===== src/aum_regs.svh =====
// Timing counts, register map and field positions of the four-port AUI multiplexer.
// Assumes a 100 MHz core clock; all counts are derived from it.
// Functional notes
// - MAU receive data fans out to all DTEs
// - Squelch rejects activity shorter than 20 ns
// - Receive stays active until idle exceeds 180 ns
// - Any DTE transmit data repeats to MAU
// - DTE transmit must pass squelch qualification first
// - Attached MAU loops data back to receivers
// - Grounded receive indicator pin selects local loopback
// - MAU collision drives every DTE collision output
// - Collision signal is 10 MHz square tone
// - Multiple transmitters: collide all, jam MAU 5 MHz
// - Collision asserts within 200 ns, drops within 500
// - About 1 us SQE burst on transmitting port
// - SQE starts 0.6-1.6 us, lasts 0.5-1.5 us
// - No SQE burst on a jabbering port
// - Per-port active-low SQE enable input
// - Jabber timer runs per packet, clears at end
// - Over-long packet disables port, signals its collision
// - Jabber state ends when transmit goes idle
// - Collision tone starts within 100 ns of disable
// - Active-low transmit, jabber, receive, collision indicators
// - Indicators except jabber stretched about 1 ms
// - Timing reference is the device clock
`ifndef AUM_REGS_SVH
`define AUM_REGS_SVH

`define AUM_CLK_NS 10
`define AUM_SQ_ON_NS 20
`define AUM_SQ_ON_CYC ((`AUM_SQ_ON_NS + `AUM_CLK_NS - 1) / `AUM_CLK_NS)
`define AUM_SQ_OFF_NS 180
`define AUM_SQ_OFF_CYC (`AUM_SQ_OFF_NS / `AUM_CLK_NS + 1)
`define AUM_TONE_HALF_NS 50
`define AUM_TONE_HALF_CYC (`AUM_TONE_HALF_NS / `AUM_CLK_NS)
`define AUM_SQE_DLY_NS 900
`define AUM_SQE_DLY_CYC (`AUM_SQE_DLY_NS / `AUM_CLK_NS)
`define AUM_SQE_LEN_NS 1000
`define AUM_SQE_LEN_CYC (`AUM_SQE_LEN_NS / `AUM_CLK_NS)
`define AUM_JAB_US 13500
`define AUM_JAB_CYC (`AUM_JAB_US * 1000 / `AUM_CLK_NS)
`define AUM_LED_US 1000
`define AUM_LED_CYC (`AUM_LED_US * 1000 / `AUM_CLK_NS)

`define AUM_CTRL_OFS 4'h0
`define AUM_STATUS_OFS 4'h4
`define AUM_CTRL_LOOP_BIT 0
`define AUM_CTRL_RST 1'h0
`define AUM_ST_JAB_LSB 0
`define AUM_ST_TXACT_LSB 4
`define AUM_ST_RXACT_BIT 8
`define AUM_ST_COLLISION_LED_N_BIT 9
`define AUM_ST_LOOP_BIT 10

`endif


===== src/aum_pkg.sv =====
// Types shared by the four-port AUI multiplexer.
// Counter widths here bound the timing parameters of the top module.
package aum_pkg;

  typedef enum logic [1:0] {
    AUM_SQE_IDLE,
    AUM_SQE_WAIT,
    AUM_SQE_BURST
  } aum_sqe_e;

  typedef logic [23:0] aum_cnt_t;

  typedef struct packed {
    logic rx_s1;
    logic rx_s2;
    logic cd_s1;
    logic cd_s2;
    logic rec_s1;
    logic rec_s2;
    logic [1:0] rec_drv_hist;
    logic [3:0] tx_s1;
    logic [3:0] tx_s2;
    logic [3:0] heartbeat_enable_n_s1;
    logic [3:0] heartbeat_enable_n_s2;
    logic rx_act;
    logic [4:0] rx_lo;
    logic [4:0] rx_hi;
    logic cd_act;
    logic [4:0] cd_lo;
    logic [4:0] cd_hi;
    logic [3:0] tx_act;
    logic [3:0][4:0] tx_lo;
    logic [3:0][4:0] tx_hi;
    logic [2:0] tone_div;
    logic tone;
    logic jam;
    logic [3:0] jab;
    aum_cnt_t [3:0] jab_cnt;
    aum_sqe_e [3:0] sqe_st;
    logic [3:0][7:0] sqe_cnt;
    aum_cnt_t rx_led_cnt;
    aum_cnt_t col_led_cnt;
    aum_cnt_t [3:0] tx_led_cnt;
    logic ctrl_loop;
    logic [31:0] rd_data;
    logic [3:0] rx_out;
    logic [3:0] col_out;
    logic tx_out;
  } aum_state_s;

endpackage


===== src/aum_mux.sv =====
// Control and data steering of a four-DTE to one-MAU AUI multiplexer.
// AUI pairs arrive as single idle-high logic levels from external receivers.
`timescale 1ns/10ps
`include "aum_regs.svh"

module aum_mux #(
  parameter int unsigned JAB_CYC = `AUM_JAB_CYC,
  parameter int unsigned LED_CYC = `AUM_LED_CYC
) (
  // Clock and reset
  input wire logic core_clk_i,
  input wire logic rst_n_i,
  // Register port
  input wire logic [3:0] reg_addr_i,
  input wire logic [31:0] reg_wdata_i,
  input wire logic reg_wr_i,
  input wire logic reg_rd_i,
  output logic [31:0] reg_rdata_o,
  // MAU side
  input wire logic mau_receive_in_i,
  input wire logic mau_collision_in_i,
  output logic mau_transmit_out_o,
  // DTE side
  input wire logic [3:0] dte_transmit_in_i,
  output logic [3:0] dte_receive_out_o,
  output logic [3:0] dte_collision_out_o,
  input wire logic [3:0] heartbeat_enable_n_i,
  // Indicators, active low; only the receive indicator is open drain
  input wire logic receive_led_n_i,
  output logic receive_led_n_o,
  output logic receive_led_oe_o,
  output logic collision_led_n_o,
  output logic [3:0] xmit_led_n_o,
  output logic [3:0] babble_led_n_o
);

  localparam logic [4:0] SQ_ON = 5'(`AUM_SQ_ON_CYC);
  localparam logic [4:0] SQ_OFF = 5'(`AUM_SQ_OFF_CYC);
  localparam logic [2:0] TONE_HALF = 3'(`AUM_TONE_HALF_CYC);
  localparam logic [7:0] SQE_DLY = 8'(`AUM_SQE_DLY_CYC);
  localparam logic [7:0] SQE_LEN = 8'(`AUM_SQE_LEN_CYC);
  localparam aum_pkg::aum_cnt_t JAB_LIM = 24'(JAB_CYC);
  localparam aum_pkg::aum_cnt_t LED_LIM = 24'(LED_CYC);

  if (JAB_CYC < 2 || JAB_CYC >= 2 ** 24) begin : g_bad_jab
    $error("JAB_CYC must be 2 .. 2**24-1");
  end
  if (LED_CYC < 1 || LED_CYC >= 2 ** 24) begin : g_bad_led
    $error("LED_CYC must be 1 .. 2**24-1");
  end

  aum_pkg::aum_state_s st_reg;
  aum_pkg::aum_state_s st_next;
  logic loop_w;
  logic multi_w;
  logic collision_led_n_w;
  logic tx_d_w;
  logic rec_drv_w;
  logic [3:0] live_w;

  // Returns {active, low run, high run} after one sample of an idle-high line
  function automatic logic [10:0] sq_step(input logic lvl, input logic act,
                                          input logic [4:0] lo, input logic [4:0] hi);
    logic act_n;
    logic [4:0] lo_n;
    logic [4:0] hi_n;
    act_n = act;
    lo_n = 5'h00;
    hi_n = 5'h00;
    if (!lvl) begin
      lo_n = (lo == 5'h1F) ? lo : lo + 5'h01;
      if (lo_n >= SQ_ON) begin
        act_n = 1'b1;
      end
    end else begin
      hi_n = (hi == 5'h1F) ? hi : hi + 5'h01;
      if (hi_n >= SQ_OFF) begin
        act_n = 1'b0;
      end
    end
    return {act_n, lo_n, hi_n};
  endfunction

  function automatic logic [2:0] count4(input logic [3:0] v);
    return 3'(v[0]) + 3'(v[1]) + 3'(v[2]) + 3'(v[3]);
  endfunction

  // Stretcher: reload while the event is present, otherwise run down
  function automatic aum_pkg::aum_cnt_t stretch(input logic ev, input aum_pkg::aum_cnt_t c);
    if (ev) begin
      return LED_LIM;
    end
    return (c == 24'h00_0000) ? c : c - 24'h00_0001;
  endfunction

  // Own drive shows up on the pin input two samples late, so recent drive
  // history masks the readback instead of mistaking it for a grounded pin.
  assign rec_drv_w = (st_reg.rx_led_cnt != 24'h00_0000);
  assign loop_w = st_reg.ctrl_loop ||
                  (!st_reg.rec_s2 && !rec_drv_w && st_reg.rec_drv_hist == 2'h0);
  assign live_w = st_reg.tx_act & ~st_reg.jab;
  assign multi_w = (count4(live_w) >= 3'h2);
  assign collision_led_n_w = st_reg.cd_act || multi_w;
  assign tx_d_w = (count4(live_w) == 3'h1) ? |(live_w & st_reg.tx_s2) : 1'b1;

  always_comb begin
    st_next = st_reg;
    st_next.rx_s1 = mau_receive_in_i;
    st_next.rx_s2 = st_reg.rx_s1;
    st_next.cd_s1 = mau_collision_in_i;
    st_next.cd_s2 = st_reg.cd_s1;
    st_next.rec_s1 = receive_led_n_i;
    st_next.rec_s2 = st_reg.rec_s1;
    st_next.rec_drv_hist = {st_reg.rec_drv_hist[0], rec_drv_w};
    st_next.tx_s1 = dte_transmit_in_i;
    st_next.tx_s2 = st_reg.tx_s1;
    st_next.heartbeat_enable_n_s1 = heartbeat_enable_n_i;
    st_next.heartbeat_enable_n_s2 = st_reg.heartbeat_enable_n_s1;

    {st_next.rx_act, st_next.rx_lo, st_next.rx_hi} =
      sq_step(st_reg.rx_s2, st_reg.rx_act, st_reg.rx_lo, st_reg.rx_hi);
    {st_next.cd_act, st_next.cd_lo, st_next.cd_hi} =
      sq_step(st_reg.cd_s2, st_reg.cd_act, st_reg.cd_lo, st_reg.cd_hi);

    // Tone at 10 MHz; jam toggles on each tone rise, giving 5 MHz
    if (st_reg.tone_div == TONE_HALF - 3'h1) begin
      st_next.tone_div = 3'h0;
      st_next.tone = ~st_reg.tone;
      if (!st_reg.tone) begin
        st_next.jam = ~st_reg.jam;
      end
    end else begin
      st_next.tone_div = st_reg.tone_div + 3'h1;
    end

    for (int i = 0; i < 4; i++) begin
      {st_next.tx_act[i], st_next.tx_lo[i], st_next.tx_hi[i]} =
        sq_step(st_reg.tx_s2[i], st_reg.tx_act[i], st_reg.tx_lo[i], st_reg.tx_hi[i]);

      if (!st_reg.tx_act[i]) begin
        st_next.jab[i] = 1'b0;
        st_next.jab_cnt[i] = 24'h00_0000;
      end else if (!st_reg.jab[i]) begin
        if (st_reg.jab_cnt[i] == JAB_LIM - 24'h00_0001) begin
          st_next.jab[i] = 1'b1;
          st_next.jab_cnt[i] = 24'h00_0000;
        end else begin
          st_next.jab_cnt[i] = st_reg.jab_cnt[i] + 24'h00_0001;
        end
      end

      case (st_reg.sqe_st[i])
        aum_pkg::AUM_SQE_IDLE: begin
          if (st_reg.tx_act[i] && !st_next.tx_act[i] && !st_reg.jab[i] &&
              !st_reg.heartbeat_enable_n_s2[i]) begin
            st_next.sqe_st[i] = aum_pkg::AUM_SQE_WAIT;
            st_next.sqe_cnt[i] = 8'h00;
          end
        end
        aum_pkg::AUM_SQE_WAIT: begin
          if (st_reg.tx_act[i]) begin
            st_next.sqe_st[i] = aum_pkg::AUM_SQE_IDLE;
          end else if (st_reg.sqe_cnt[i] == SQE_DLY - 8'h01) begin
            st_next.sqe_st[i] = aum_pkg::AUM_SQE_BURST;
            st_next.sqe_cnt[i] = 8'h00;
          end else begin
            st_next.sqe_cnt[i] = st_reg.sqe_cnt[i] + 8'h01;
          end
        end
        aum_pkg::AUM_SQE_BURST: begin
          if (st_reg.tx_act[i] || st_reg.sqe_cnt[i] == SQE_LEN - 8'h01) begin
            st_next.sqe_st[i] = aum_pkg::AUM_SQE_IDLE;
          end else begin
            st_next.sqe_cnt[i] = st_reg.sqe_cnt[i] + 8'h01;
          end
        end
        default: begin
          st_next.sqe_st[i] = aum_pkg::AUM_SQE_IDLE;
        end
      endcase

      // Jabber forces the tone on its own port from the next cycle
      st_next.col_out[i] = (collision_led_n_w || st_reg.jab[i] ||
                            st_reg.sqe_st[i] == aum_pkg::AUM_SQE_BURST) ?
                           st_reg.tone : 1'b1;
      st_next.tx_led_cnt[i] = stretch(st_reg.tx_act[i], st_reg.tx_led_cnt[i]);
    end

    st_next.rx_led_cnt = stretch(st_reg.rx_act, st_reg.rx_led_cnt);
    st_next.col_led_cnt = stretch(collision_led_n_w, st_reg.col_led_cnt);

    if (loop_w) begin
      st_next.rx_out = {4{tx_d_w}};
    end else begin
      st_next.rx_out = st_reg.rx_act ? {4{st_reg.rx_s2}} : 4'hF;
    end
    st_next.tx_out = multi_w ? st_reg.jam : tx_d_w;

    if (reg_wr_i && reg_addr_i == `AUM_CTRL_OFS) begin
      st_next.ctrl_loop = reg_wdata_i[`AUM_CTRL_LOOP_BIT];
    end
    st_next.rd_data = 32'h0000_0000;
    if (reg_rd_i) begin
      if (reg_addr_i == `AUM_CTRL_OFS) begin
        st_next.rd_data[`AUM_CTRL_LOOP_BIT] = st_reg.ctrl_loop;
      end else if (reg_addr_i == `AUM_STATUS_OFS) begin
        st_next.rd_data[`AUM_ST_JAB_LSB +: 4] = st_reg.jab;
        st_next.rd_data[`AUM_ST_TXACT_LSB +: 4] = st_reg.tx_act;
        st_next.rd_data[`AUM_ST_RXACT_BIT] = st_reg.rx_act;
        st_next.rd_data[`AUM_ST_COLLISION_LED_N_BIT] = collision_led_n_w;
        st_next.rd_data[`AUM_ST_LOOP_BIT] = loop_w;
      end
    end
  end

  always_ff @(posedge core_clk_i or negedge rst_n_i) begin
    if (!rst_n_i) begin
      st_reg <= '0;
      st_reg.rx_s1 <= 1'b1;
      st_reg.rx_s2 <= 1'b1;
      st_reg.cd_s1 <= 1'b1;
      st_reg.cd_s2 <= 1'b1;
      st_reg.rec_s1 <= 1'b1;
      st_reg.rec_s2 <= 1'b1;
      st_reg.tx_s1 <= 4'hF;
      st_reg.tx_s2 <= 4'hF;
      st_reg.heartbeat_enable_n_s1 <= 4'hF;
      st_reg.heartbeat_enable_n_s2 <= 4'hF;
      st_reg.ctrl_loop <= `AUM_CTRL_RST;
      st_reg.rx_out <= 4'hF;
      st_reg.col_out <= 4'hF;
      st_reg.tx_out <= 1'b1;
    end else begin
      st_reg <= st_next;
    end
  end

  assign reg_rdata_o = st_reg.rd_data;
  assign mau_transmit_out_o = st_reg.tx_out;
  assign dte_receive_out_o = st_reg.rx_out;
  assign dte_collision_out_o = st_reg.col_out;
  assign receive_led_n_o = 1'b0;
  assign receive_led_oe_o = rec_drv_w;
  assign collision_led_n_o = (st_reg.col_led_cnt == 24'h00_0000);
  assign babble_led_n_o = ~st_reg.jab;
  always_comb begin
    for (int i = 0; i < 4; i++) begin
      xmit_led_n_o[i] = (st_reg.tx_led_cnt[i] == 24'h00_0000);
    end
  end
endmodule


===== config.mk =====
export PLATFORM = sky130hd
export DESIGN_NAME = aum_mux
export DESIGN_NICKNAME = d
export VERILOG_FILES = /design/src/aum_pkg.sv /design/src/aum_mux.sv
export VERILOG_INCLUDE_DIRS = /design/src
export SDC_FILE = /design/constraint.sdc
export NUM_CORES = 1
export LEC_CHECK = 0
export BUFFER_PORTS_ARGS = -buffer_cell sky130_fd_sc_hd__buf_2
export CORE_MARGIN = 8
export CORE_UTILIZATION = 40
export DETAILED_ROUTE_END_ITERATION = 10
export PLACE_DENSITY = 0.61
export SYNTH_ARGS = -nofsm -noshare
export SYNTH_HDL_FRONTEND = slang
export SYNTH_SLANG_ARGS = --single-unit
export TNS_END_PERCENT = 5

===== constraint.sdc =====
create_clock -name core_clk_i -period 3.93 [get_ports core_clk_i]
set_input_delay 0.1965 -clock core_clk_i [delete_from_list [all_inputs] [get_ports core_clk_i]]
set_output_delay 0.1965 -clock core_clk_i [all_outputs]
set_load 0.03 [all_outputs]

==> impl_metrics.ini <==
[global_routing]
track_usage_pct = 14.8
grt_max_degree = 95
grt-ovfl-total = 0
grt_pass1_vias = 15700
grt_pass1_wl_um = 75800
antenna_found_initial = 0

[cts]
cts-root-buf = clkbuf_16
clk_latency_ns = 0.57
cts_hold_buf = 14
post-cts-setup-buffer-count = 0
cts.sinks = 397
cts_tree = built
clk_pin_slew_ns = 0.06
cts_max_level = 2
clock_path_buffers = 3
cts_buffers = 46
cts_resized = 0

[placement]
place_congestion = 0.826
placed_area_mm2 = 0.0213
dp_cells = 2822
place.port_buffers = 49
dp_hpwl_um = 28900

[worst_hold_path]
hp-class = primary input to flop
hold_path_depth = 3

[worst_setup_path]
cp-start-kind = flop
worstPathMaxFanout = 7
r2r_cells = 11
path_depth = 5
critPathLaunch = st_reg[132]$_DFFE_PN0P_
cp.arrival_ns = 2.87
endpoint_kind = output pin
critPathCapture = xmit_led_n_o[3]
r2r_slack_ns = 1.02
cpPeakStageDelay_ns = 0.66
critical_path_class = flop to output pin
cp.required_ns = 3.73
crit_family = simple AND/OR/NAND/NOR gates
rr_startpoint = st_reg[322]$_DFF_PN0_
path_cells = or4_1, nor4_1, nand2b_1, inv_1, buf_2
r2r_end = st_reg[157]$_DFFE_PN0P_
path_buf_inv = 2
crit_slowest_cell = or4_1

[drt]
detail-route-antenna-nets = 0
drt_iter0_markers = 827
wl_um = 43900
vias = 15900
drcViolationCount = 0
vias_per_cell = 5.43
dr.pass1.iters = 5
wl_per_cell_um = 15.0

[sta]
period_share_pct = 78.1
hold_violations = 0
finClkSkew_ns = 0.0113
fmax_mhz = 326
fin_crit_ns = 3.07
setup_violations = 0
whs_ns = 0.0238
slew_headroom_pct = 10.7
max_slew.worst_pin.slew_ns = 1.33
rsz0062_at_grt = no
drv_slew = 0
final.setup.tns_ns = 0

[floorplan]
core_mm2 = 0.0510
initial_core_util_pct = 40.2
die-area_mm2 = 0.0588
rows = 83
die_x_um = 242
io-pin-count = 103
die_y_um = 242

[yosys]
postSynth.asyncResetShare_pct = 100
synth-seq-area-share_pct = 48.6
synth_ff_type = dfrtp_1
netlist_instances = 2170
synth.distinct_cells = 72
synth_area_mm2 = 0.0205
synth_edf_count = 0
avgSynthCellArea_um2 = 9.45
synth_warnings = 0
synth_seq_cells = 397

[layout]
finalNonFillerCells = 2922
final_layout_size_suffix_gt1_share_pct = 8.75
syn_to_final_growth_pct = 12.2
nNetsFinal = 2306
largest_reg_flops = 368
fin_area_mm2 = 0.0230
fill_cells = 4811

[pwr]
p_leak_nw = 9.44
ir_drop_mv = 0.278
p_sw_share_pct = 24.3
clkPwrFrac_pct = 46.1
power_density_mw_per_mm2 = 423
p_sw_mw = 2.37
seqPwrFrac_pct = 46.8
power_frac_comb_pct = 7.0
internal-power_mw = 7.37

[outcome]
status = completed

[flow_run]
timing.max_cap.violations = 0
[cell families (layout without fill, tap and decap cells)]
group,count (synthesis),after routing,synth area share (%)
simple gates,924,924,23.4
compound gates,475,475,14.1
flops,397,397,48.6
buf+inv,164,214,3.80
xor+xnor,137,137,5.85
fa+ha+maj,51,51,3.15
mux,21,21,1.06
other cells,1,23,0.0183
[tightest hold or removal path, stage by stage]
cell	delay [ns]
buf_2	0.11
nand2_1	0.12
nor2_1	0.11
[power by group through the flow]
stage	clock network (mW)	logic, mW	registers, mW
after CTS	4.64	0.697	4.56
after floorplan	0	0.523	4.53
final	4.49	0.685	4.56
after global routing	4.82	0.792	4.60
after global placement	0	0.652	4.61
after detailed placement	0	0.686	4.62
[layout make-up]
| class | instances | area [µm²] | share of cell area (%) |
|---|---|---|---|
| multi-input cells | 1630 | 9840 | 42.8 |
| clock inverters | 16 | 230 | 1.00 |
| repair buffers | 80 | 561 | 2.44 |
| inverters | 49 | 184 | 0.799 |
| flip-flops and latches | 397 | 9970 | 43.3 |
| diodes | 1 | 2.50 | 0.0109 |
| well taps | 680 | 851 | 3.70 |
| clock buffers | 69 | 1370 | 5.96 |
[stage by stage]
stage | utilization [%] | total power [mW] | worst slack (ns)
5_1_grt | 45.1 | 10.2 | 0.642
2_1_floorplan | - | 5.05 | 1.15
3_5_place_dp | 41.7 | 5.31 | 0.987
3_3_place_gp | 41.7 | 5.26 | 1.06
4_1_cts | 45.1 | 9.90 | 0.796
6_report | 45.1 | 9.74 | 0.861
[worst min-delay path by stage]
stage / end / from / slack [ns]
floorplan: reg_rdata_o[0]$_DFF_PN0_ / rst_n_i / -0.1
global placement: st_reg[45]$_DFFE_PN0P_ / rst_n_i / 0.24
detailed placement: st_reg[45]$_DFFE_PN0P_ / rst_n_i / 0.25
CTS: reg_rdata_o[0]$_DFF_PN0_ / reg_rd_i / 0.0001
global route: reg_rdata_o[0]$_DFF_PN0_ / reg_rd_i / 0.007
finish: reg_rdata_o[0]$_DFF_PN0_ / reg_rd_i / 0.02
[Yosys cell counts (7+ instances only)]
library cell  count  area [µm²]
dfstp_2          28         736
o41ai_1          13         114
or2_2             8        50.1
o21ai_0         181         906
and4_1            7        61.3
and3_1           30         188
a21oi_1          94         470
a21o_1            8        60.1
nand2_1         162         608
nand3_1          83         415
and2_1           30         188
mux2i_1          16         160
clkbuf_1         69         259
a31oi_1          53         332
a211oi_1          9        67.6
nand4b_1          7        61.3
inv_1            49         184
nand3b_1         15         113
xnor2_1          70         613
xor2_1           67         587
nor4b_1          11        96.3
o21a_1            7        52.6
buf_4            41         308
nor3_1           65         325
nor2_1          249         935
nor3b_1          12        90.1
nor2b_1          40         250
a21boi_0         19         143
nor4_1           40         250
nor4bb_1          8        80.1
or4_1            25         188
nand4_1          54         338
or3_1            26         163
nand2b_1         33         206
ha_1             50         626
o31ai_1          48         360
dfrtp_1         369        9230
[routing by layer]
metal	GRT usage, %	vias up	routed length (µm)
met1	19.9	7774	21100
met5	0	-	0
met2	24.0	208	20300
met4	4.66	0	917
li1	-	7810	-
met3	2.89	67	1620
[cells in the final DEF (no fill, tap or decap), drive strengths merged, types with 8 or more instances in the layout]
cell	instances
nor4	42
xor2	67
a31oi	53
dlygate4sd3	14
o31ai	48
clkinv	10
or2	8
nor3b	12
nor2b	40
nor2	249
nor3	66
conb	22
o41ai	13
a21boi	21
or3	26
nand2b	33
inv	49
mux2i	16
nand3	83
nor4bb	8
a21o	8
ha	50
clkbuf	69
nand2	162
dfrtp	369
buf	66
o21ai	185
or4	27
nor4b	11
a211oi	9
and3	30
a21oi	94
xnor2	70
dfstp	28
nand3b	15
and2	30
nand4	54
Note: power is estimated with default switching activity, not from simulation.
